File: src/pcg_pkg.sv
// constants, field layouts and carriers for the clock generation block
// assumes a single core clock; oscillator pins arrive asynchronously
package pcg_pkg;

    // ****************************************
    // clock_divider field layout
    // ****************************************
    localparam int PRE_LSB = 0;
    localparam int PRE_W = 5;
    localparam int POST_LSB = 6;
    localparam int POST_W = 2;
    localparam int CDIV_W = 8;
    localparam logic [CDIV_W-1:0] CDIV_RST = 8'h00;

    // ****************************************
    // pll_feedback_divisor field layout
    // ****************************************
    localparam int FBD_W = 9;
    localparam logic [FBD_W-1:0] FBD_RST = 9'h030;

    // ****************************************
    // factor encodings
    // ****************************************
    localparam int MULT_W = 10;
    localparam int PREF_W = 6;
    localparam int POSTF_W = 4;
    localparam int DIV_W = 9;
    localparam int IDIV_W = 10;
    localparam logic [MULT_W-1:0] FBD_OFFSET = 10'h002;
    localparam logic [PREF_W-1:0] PRE_OFFSET = 6'h02;
    localparam logic [POST_W-1:0] POST_CODE_DIV2 = 2'h0;
    localparam logic [POST_W-1:0] POST_CODE_DIV4 = 2'h1;
    localparam logic [POSTF_W-1:0] POST_DIV2 = 4'h2;
    localparam logic [POSTF_W-1:0] POST_DIV4 = 4'h4;
    localparam logic [POSTF_W-1:0] POST_DIV8 = 4'h8;
    localparam logic [MULT_W-1:0] MULT_BYPASS = 10'h001;
    localparam logic [DIV_W-1:0] DIV_BYPASS = 9'h001;
    localparam int AUX_MULT_W = 5;
    localparam logic [AUX_MULT_W-1:0] AUX_MULT = 5'h10;
    localparam logic [AUX_MULT_W-1:0] AUX_BYPASS = 5'h01;

    // ****************************************
    // timing and sizing defaults
    // ****************************************
    localparam int LOCK_CYCLES_DEF = 16;
    localparam int REF_RATIO_W_DEF = 8;
    localparam int SYNC_STAGES = 3;

    // ****************************************
    // carriers
    // ****************************************
    typedef struct packed {
        logic [POST_W-1:0] pll_postscale;
        logic [PRE_W-1:0] pll_prescale;
    } pcg_cdiv_s;

    typedef struct packed {
        logic [MULT_W-1:0] mult;
        logic [DIV_W-1:0] div;
        logic [IDIV_W-1:0] idiv;
    } pcg_ratio_s;

endpackage

File: src/pcg_ref_div.sv
// reference clock scaler: divides a same-domain clock level by a ratio
// assumes src_lvl_i is already free of metastability
`timescale 1ns/1ps
module pcg_ref_div #(
    parameter int RATIO_W = 8
) (
    input wire logic clk_i,
    input wire logic rst_i,
    input wire logic en_i,
    input wire logic src_lvl_i,
    input wire logic [RATIO_W-1:0] ratio_i,
    output logic clk_o
);

    // ****************************************
    // half-period edge counter
    // ****************************************
    logic [RATIO_W-1:0] cnt_q, cnt_d;
    logic out_q, out_d;
    logic prev_q, prev_d;
    logic [RATIO_W-1:0] ratio_eff;

    always_comb begin
        ratio_eff = (ratio_i == '0) ? {{(RATIO_W-1){1'b0}}, 1'b1} : ratio_i;
        prev_d = src_lvl_i;
        cnt_d = cnt_q;
        out_d = out_q;
        if (!en_i) begin
            cnt_d = '0;
            out_d = 1'b0;
        end else if (src_lvl_i != prev_q) begin
            // toggle after ratio source edges: period is ratio source periods
            if (cnt_q + {{(RATIO_W-1){1'b0}}, 1'b1} >= ratio_eff) begin
                cnt_d = '0;
                out_d = ~out_q;
            end else begin
                cnt_d = cnt_q + {{(RATIO_W-1){1'b0}}, 1'b1};
            end
        end
    end

    always_ff @(posedge clk_i or posedge rst_i) begin
        if (rst_i) begin
            cnt_q <= '0;
            out_q <= 1'b0;
            prev_q <= 1'b0;
        end else begin
            cnt_q <= cnt_d;
            out_q <= out_d;
            prev_q <= prev_d;
        end
    end

    assign clk_o = out_q;

endmodule

File: src/pcg_top.sv
// clock generation control: divisor registers, factor computation,
// auxiliary path selection, lock tracking and reference clock output
// assumes a power-on reset pulse on POR_I and a crystal level on a pin
`timescale 1ns/1ps

// What this block does
// - pll optional, primary or fast rc source
// - prescale divides input by 2 to 33
// - prescale from clock_divider bits 4:0, zero=2
// - multiplier from pll_feedback_divisor bits 8:0
// - multiplier equals feedback field plus two
// - postscale 2/4/8 from clock_divider bits 7:6
// - postscale code 00 divides by two
// - fosc equals input times m over n1n2
// - instruction rate is fosc over two
// - auxiliary pll from primary or fast rc
// - auxiliary pll multiplies by fixed sixteen
// - finest pwm resolution only via auxiliary pll
// - reference clock from system or crystal, scaled
// - feedback register reset to 0x030 only by power-on
module pcg_top
    import pcg_pkg::*;
#(
    parameter int LOCK_CYCLES = LOCK_CYCLES_DEF,
    parameter int REF_RATIO_W = REF_RATIO_W_DEF
) (
    input wire logic CORE_CLK_I,
    input wire logic RST_I,
    input wire logic POR_I,
    input wire logic CLOCK_DIVIDER_WE_I,
    input wire logic [CDIV_W-1:0] CLOCK_DIVIDER_WDATA_I,
    output logic [CDIV_W-1:0] CLOCK_DIVIDER_RDATA_O,
    input wire logic PLL_FEEDBACK_DIVISOR_WE_I,
    input wire logic [FBD_W-1:0] PLL_FEEDBACK_DIVISOR_WDATA_I,
    output logic [FBD_W-1:0] PLL_FEEDBACK_DIVISOR_RDATA_O,
    input wire logic PLL_SRC_RC_I,
    input wire logic PLL_ENABLE_I,
    input wire logic AUX_SRC_RC_I,
    input wire logic AUX_PLL_ENABLE_I,
    input wire logic REF_ENABLE_I,
    input wire logic REF_SRC_XTAL_I,
    input wire logic [REF_RATIO_W-1:0] REF_RATIO_I,
    input wire logic PRIMARY_OSC_I,
    input wire logic SYS_CLK_LEVEL_I,
    output logic SYS_SRC_RC_O,
    output logic SYS_PLL_ACTIVE_O,
    output logic [MULT_W-1:0] SYS_MULT_O,
    output logic [DIV_W-1:0] SYS_DIV_O,
    output logic [IDIV_W-1:0] INSTR_DIV_O,
    output logic PLL_LOCK_O,
    output logic AUX_SRC_RC_O,
    output logic [AUX_MULT_W-1:0] AUX_MULT_O,
    output logic AUX_FINE_RES_O,
    output logic REF_CLK_O
);

    localparam int LOCK_W = $clog2(LOCK_CYCLES + 1);
    localparam logic [LOCK_W-1:0] LOCK_END = LOCK_W'(LOCK_CYCLES);

    generate
        if (LOCK_CYCLES < 1 || REF_RATIO_W < 1 || REF_RATIO_W > 16) begin : g_bad_param
            $error("pcg_top: unsupported parameter value");
        end
    endgenerate

    logic rst_any;
    assign rst_any = RST_I | POR_I;

    // ****************************************
    // divisor registers
    // ****************************************
    pcg_cdiv_s cdiv_q, cdiv_d;
    logic [FBD_W-1:0] fbd_q, fbd_d;

    always_comb begin
        cdiv_d = cdiv_q;
        if (CLOCK_DIVIDER_WE_I) begin
            cdiv_d.pll_prescale = CLOCK_DIVIDER_WDATA_I[PRE_LSB +: PRE_W];
            cdiv_d.pll_postscale = CLOCK_DIVIDER_WDATA_I[POST_LSB +: POST_W];
        end
    end

    always_comb begin
        fbd_d = fbd_q;
        if (PLL_FEEDBACK_DIVISOR_WE_I) begin
            fbd_d = PLL_FEEDBACK_DIVISOR_WDATA_I;
        end
    end

    always_ff @(posedge CORE_CLK_I or posedge rst_any) begin
        if (rst_any) begin
            cdiv_q <= pcg_cdiv_s'({CDIV_RST[POST_LSB +: POST_W], CDIV_RST[PRE_LSB +: PRE_W]});
        end else begin
            cdiv_q <= cdiv_d;
        end
    end

    // only power-on resets the feedback divisor, to FBD_RST
    always_ff @(posedge CORE_CLK_I or posedge POR_I) begin
        if (POR_I) begin
            fbd_q <= FBD_RST;
        end else begin
            fbd_q <= fbd_d;
        end
    end

    assign CLOCK_DIVIDER_RDATA_O = {cdiv_q.pll_postscale, 1'b0, cdiv_q.pll_prescale};
    assign PLL_FEEDBACK_DIVISOR_RDATA_O = fbd_q;

    // ****************************************
    // factor computation
    // ****************************************
    logic [PREF_W-1:0] n1;
    logic [POSTF_W-1:0] n2;
    logic [MULT_W-1:0] m;
    logic [MULT_W-1:0] n1n2_full;
    pcg_ratio_s ratio_q, ratio_d;
    logic sys_rc_q, sys_rc_d;
    logic pll_on_q, pll_on_d;

    always_comb begin
        n1 = {1'b0, cdiv_q.pll_prescale} + PRE_OFFSET;
        m = {1'b0, fbd_q} + FBD_OFFSET;
        case (cdiv_q.pll_postscale)
            POST_CODE_DIV2: n2 = POST_DIV2;
            POST_CODE_DIV4: n2 = POST_DIV4;
            default: n2 = POST_DIV8;
        endcase
        // widen both factors first: 33 x 8 overflows a 6-bit product
        n1n2_full = MULT_W'(n1) * MULT_W'(n2);
        sys_rc_d = PLL_SRC_RC_I;
        pll_on_d = PLL_ENABLE_I;
        if (PLL_ENABLE_I) begin
            ratio_d.mult = m;
            ratio_d.div = n1n2_full[DIV_W-1:0];
        end else begin
            ratio_d.mult = MULT_BYPASS;
            ratio_d.div = DIV_BYPASS;
        end
        ratio_d.idiv = {ratio_d.div, 1'b0};
    end

    always_ff @(posedge CORE_CLK_I or posedge rst_any) begin
        if (rst_any) begin
            ratio_q <= '{mult: MULT_BYPASS, div: DIV_BYPASS, idiv: IDIV_W'({DIV_BYPASS, 1'b0})};
            sys_rc_q <= 1'b0;
            pll_on_q <= 1'b0;
        end else begin
            ratio_q <= ratio_d;
            sys_rc_q <= sys_rc_d;
            pll_on_q <= pll_on_d;
        end
    end

    assign SYS_MULT_O = ratio_q.mult;
    assign SYS_DIV_O = ratio_q.div;
    assign INSTR_DIV_O = ratio_q.idiv;
    assign SYS_SRC_RC_O = sys_rc_q;
    assign SYS_PLL_ACTIVE_O = pll_on_q;

    // ****************************************
    // lock tracking after a pll change
    // ****************************************
    logic [LOCK_W-1:0] lock_cnt_q, lock_cnt_d;
    logic lock_q, lock_d;
    logic pll_change;

    always_comb begin
        pll_change = (ratio_d != ratio_q) || (sys_rc_d != sys_rc_q) || (pll_on_d != pll_on_q);
        lock_cnt_d = lock_cnt_q;
        lock_d = lock_q;
        if (!PLL_ENABLE_I) begin
            lock_cnt_d = '0;
            lock_d = 1'b0;
        end else if (pll_change) begin
            lock_cnt_d = '0;
            lock_d = 1'b0;
        end else if (!lock_q) begin
            if (lock_cnt_q + LOCK_W'(1) >= LOCK_END) begin
                lock_d = 1'b1;
            end
            lock_cnt_d = lock_cnt_q + LOCK_W'(1);
        end
    end

    always_ff @(posedge CORE_CLK_I or posedge rst_any) begin
        if (rst_any) begin
            lock_cnt_q <= '0;
            lock_q <= 1'b0;
        end else begin
            lock_cnt_q <= lock_cnt_d;
            lock_q <= lock_d;
        end
    end

    assign PLL_LOCK_O = lock_q;

    // ****************************************
    // auxiliary clock path
    // ****************************************
    logic aux_rc_q, aux_rc_d;
    logic [AUX_MULT_W-1:0] aux_mult_q, aux_mult_d;
    logic aux_fine_q, aux_fine_d;

    always_comb begin
        aux_rc_d = AUX_SRC_RC_I;
        aux_mult_d = AUX_PLL_ENABLE_I ? AUX_MULT : AUX_BYPASS;
        aux_fine_d = AUX_PLL_ENABLE_I;
    end

    always_ff @(posedge CORE_CLK_I or posedge rst_any) begin
        if (rst_any) begin
            aux_rc_q <= 1'b0;
            aux_mult_q <= AUX_BYPASS;
            aux_fine_q <= 1'b0;
        end else begin
            aux_rc_q <= aux_rc_d;
            aux_mult_q <= aux_mult_d;
            aux_fine_q <= aux_fine_d;
        end
    end

    assign AUX_SRC_RC_O = aux_rc_q;
    assign AUX_MULT_O = aux_mult_q;
    assign AUX_FINE_RES_O = aux_fine_q;

    // ****************************************
    // crystal pin synchroniser and filter
    // ****************************************
    logic [SYNC_STAGES-1:0] xtal_sync_q, xtal_sync_d;
    logic xtal_lvl_q, xtal_lvl_d;
    logic ref_src;

    always_comb begin
        xtal_sync_d = {xtal_sync_q[SYNC_STAGES-2:0], PRIMARY_OSC_I};
        xtal_lvl_d = xtal_lvl_q;
        // a change counts once the second and third stages agree
        if (xtal_sync_q[1] == xtal_sync_q[2]) begin
            xtal_lvl_d = xtal_sync_q[2];
        end
        ref_src = REF_SRC_XTAL_I ? xtal_lvl_q : SYS_CLK_LEVEL_I;
    end

    always_ff @(posedge CORE_CLK_I or posedge rst_any) begin
        if (rst_any) begin
            xtal_sync_q <= '0;
            xtal_lvl_q <= 1'b0;
        end else begin
            xtal_sync_q <= xtal_sync_d;
            xtal_lvl_q <= xtal_lvl_d;
        end
    end

    // ****************************************
    // reference clock scaler
    // ****************************************
    pcg_ref_div #(
        .RATIO_W(REF_RATIO_W)
    ) u_ref_div (
        .clk_i(CORE_CLK_I),
        .rst_i(rst_any),
        .en_i(REF_ENABLE_I),
        .src_lvl_i(ref_src),
        .ratio_i(REF_RATIO_I),
        .clk_o(REF_CLK_O)
    );

endmodule

File: config.mk
export PLATFORM = sky130hd
export DESIGN_NAME = pcg_top
export DESIGN_NICKNAME = d
export VERILOG_FILES = /design/src/pcg_pkg.sv /design/src/pcg_ref_div.sv /design/src/pcg_top.sv
export SDC_FILE = /design/constraint.sdc
export NUM_CORES = 1
export LEC_CHECK = 0
export BUFFER_PORTS_ARGS = -buffer_cell sky130_fd_sc_hd__buf_2
export CAP_MARGIN = 20
export CORE_ASPECT_RATIO = 0.7
export CORE_UTILIZATION = 40
export DETAILED_ROUTE_END_ITERATION = 16
export PLACE_DENSITY = 0.64
export SYNTH_ARGS = -nofsm -noshare
export SYNTH_HDL_FRONTEND = slang
export SYNTH_SLANG_ARGS = --single-unit
File: constraint.sdc
create_clock -name CORE_CLK_I -period 5.85 [get_ports CORE_CLK_I]
set_input_delay 0.585 -clock CORE_CLK_I [delete_from_list [all_inputs] [get_ports CORE_CLK_I]]
set_output_delay 0.585 -clock CORE_CLK_I [all_outputs]
set_load 0.02 [all_outputs]
==> results.toml <==
[global_routing]
grt_usage_pct = 17.42
grt_pass1_vias = 2556
met1_usage_pct = 24.67
grt.busiest_layer = "met2"
grt_antenna_before_repair = 0
grt_max_degree = 52
use_met3_pct = 4.254
grt_first_pass_wirelength_um = 12260
use_met2_pct = 25.12
grt_overflow = 0

[power_and_ir_drop]
p_comb_share_pct = 23.4
peakVddDrop_mv = 0.1296
clkPwrFrac_pct = 40.3
seqPwrFrac_pct = 36.4
p_int_w = 0.0009731
p_per_area_nw_per_um2 = 317.2
p_total_w = 0.001385
switching_share_pct = 29.72
leakage_nw = 2.162
switching_power_w = 0.0004116

[placed_design]
gp_congestion = 0.7831
port_buffers = 88
place.detailed.hpwl_um = 5648

[floorplanning]
start_util_pct = 41.85
io-pin-count = 95
core-area_sq_um = 8583
fp.dieH_um = 81.29
die_w_um = 115.3
die-area_sq_um = 9369
num_rows = 28

[cts]
clk_pin_slew_ns = 0.05
holdBufCountCts = 0
cts_setup_buffers = 0
cts.path.max_buffers = 2
cts_max_level = 3
cts.sinks = 60
cts_buffers = 9
cts_root_buf = "clkbuf_16"
clock_latency_ns = 0.33
cts_tree = "built"
cts_resized = 0

[final_layout]
diodes = 0
fin_nets = 489
syn_to_final_growth_pct = 21.53
drive_above_1_share_pct = 30.91

[setup_path]
crit_start = "CLOCK_DIVIDER_RDATA_O[1]"
cp-end-kind = "flop"
critPathKind = "reg2reg"
r2r-start = "CLOCK_DIVIDER_RDATA_O[1]"
crit_required_ns = 6.09
arrival_ns = 4.33
path_max_fanout = 7
start_kind = "flop"

[drt]
firstDrtPassIters = 4
vias = 2745
drt_iter0_drc = 124
vias_per_cell = 5.018
drc_errors = 0
wirelength_um = 7488
drtAntennaViolNets = 0
wl_per_cell_um = 13.69

[yosys]
synth-seq-cells = 60
synth_top_area_share_pct = 38.31
synth-main-ff-cell = "dfrtp_1"
synth_edf_count = 0
yosysTopAreaCell = "dfrtp_1"
synth_area_sq_um = 3592
synth_warnings = 0
yosysUniqueCellTypes = 52
synthCells = 344
ys_async_sr_fraction_pct = 100.0
syn_area_per_cell_sq_um = 10.44
seq_area_frac_synth_pct = 41.97
ys_top_cells_by_area = "dfrtp_1 38%, ha_1 8.0%, mux2_2 5.6%, xnor2_1 4.1%, dfstp_2 3.7%"

[sta]
rsz0062_at_grt = "no"
min_period_ns = 4.085
hold_viol = 0
relSlewSlack_pct = 30.11
worstMarginPinSlew_ns = 1.046
period_share_pct = 69.83
finalSetupViolCount = 0
timing.fmax_mhz = 244.8
finClkSkew_ns = 0.01045
drv_slew = 0
tns_ns = 0

[outcome]
outcome = "finished, final reports clean"

[run]
maxCapViolCount = 0

[min_path]
holdCritPathClass = "in2async"
==> sequential cells by signal, indices dropped and copies added, names as in the netlist <==
register / count
AUX_MULT_O: 2
AUX_SRC_RC_O: 1
CLOCK_DIVIDER_RDATA_O: 7
INSTR_DIV_O: 9
PLL_FEEDBACK_DIVISOR_RDATA_O: 9
PLL_LOCK_O: 1
SYS_MULT_O: 10
SYS_PLL_ACTIVE_O: 1
SYS_SRC_RC_O: 1
lock_cnt_q: 5
u_ref_div.clk_o: 1
u_ref_div.cnt_q: 8
u_ref_div.prev_q: 1
xtal_lvl_q: 1
xtal_sync_q: 3
==> power by group through the flow <==
stage | combinational, W | clock, W | sequential [W]
finish | 0.000324 | 0.000558 | 0.000503
global route | 0.000362 | 0.000585 | 0.000511
CTS | 0.000328 | 0.000573 | 0.000503
detailed placement | 0.000325 | 0 | 0.000510
global placement | 0.000320 | 0 | 0.000507
floorplan | 0.000221 | 0 | 0.000532
==> cell usage in the layout (no fill, tap or decap), drive strengths merged, types with 2 or more instances in the layout <==
cell type,count
o21ai,12
ha,23
o311ai,3
xnor2,17
nor3,12
mux2,18
a211oi,2
a41oi,2
inv,17
nand2b,13
nand2,24
nor4,2
or3,2
and2,9
a21o,4
o21a,2
clkbuf,13
and4,2
nor4b,2
dfstp,5
a21oi,10
dfrtp,55
nor2b,8
buf,89
o211ai,4
fa,5
xor2,12
nand4,7
conb,5
nand3,12
nor2,14
and3,5
bufinv,2
mux2i,2
==> cells in the mapped netlist, types with 6 or more instances <==
cell       n
mux2_2    18
inv_1     16
nor3_1    12
ha_1      23
nand3_1   12
a21oi_1   10
nor2b_1    8
nand2b_1  13
dfrtp_1   55
xnor2_1   17
and2_1     9
nor2_1    14
nand2_1   23
o21ai_0    6
o21ai_1    6
nand4_1    6
buf_4     15
xor2_1    12
clkbuf_1   9
==> metal layers <==
| metal | up-vias | part of all wire [%] | wire, um |
|---|---|---|---|
| met3 | 9 | 3.9 | 293 |
| met1 | 1331 | 51 | 3852 |
| met5 | - | 0 | 0 |
| met2 | 64 | 43 | 3224 |
| met4 | 0 | 1.6 | 119 |
| li1 | 1341 | - | - |
==> area by class of cell <==
type	count	area, sq um
multi-input cells	246	1886
clock buffers	13	250.2
fillers	798	4218
repair buffers	89	447.9
inverters	17	63.81
clock inverters	2	60.06
well taps	120	150.1
flip-flops and latches	60	1508
==> final timing paths <==
check | end | slack, ns | cells past startpoint
min | PLL_FEEDBACK_DIVISOR_RDATA_O[3] | 0.25 | 2
min in group CORE_CLK_I | xtal_sync_q[1] | 0.35 | 0
max in group asynchronous | CLOCK_DIVIDER_RDATA_O[7] | 4.89 | 3
max | lock_cnt_q[4] | 1.76 | 13
min reg2reg | xtal_sync_q[1] | 0.35 | 0
max reg2reg | lock_cnt_q[4] | 1.76 | 13
==> kinds of logic after synthesis <==
| kind of cell | count (synthesis) | synth area share (%) |
|---|---|---|
| AOI/OAI and AO/OA | 45 | 8.987 |
| and+or+nand+nor | 117 | 17.76 |
| DFF | 60 | 41.97 |
| xor gates and xnor gates | 30 | 7.732 |
| other | 1 | 0.1044 |
| adders and majority gates | 29 | 11.08 |
| muxes | 20 | 6.200 |
| buffers and inverters | 42 | 6.165 |
==> critical path, stage by stage, from the launching register on <==
cell,delay [ns]
dfrtp_1,0.45
ha_1,0.27
xnor2_1,0.31
nor3_1,0.10
fa_1,0.45
ha_1,0.30
ha_1,0.24
fa_1,0.46
xor2_1,0.25
and3_1,0.19
o221ai_1,0.17
a2111oi_4,0.32
nand4_2,0.25
nor3_1,0.24
==> stage by stage <==
step                area, sq um  setup slack (ns)  utilization (%)  hold WS, ns  std cells
floorplan                  3607             2.111                -       0.3312        348
global placement           4055             1.839            47.24       0.3422        532
detailed placement         4055             1.759            47.24       0.3419        532
CTS                        4365             1.742            50.86       0.2524        547
global route               4365             1.471            50.86       0.2757        547
finish                     4365             1.765            50.86       0.2514        547
(Power assumes the default switching activity.)
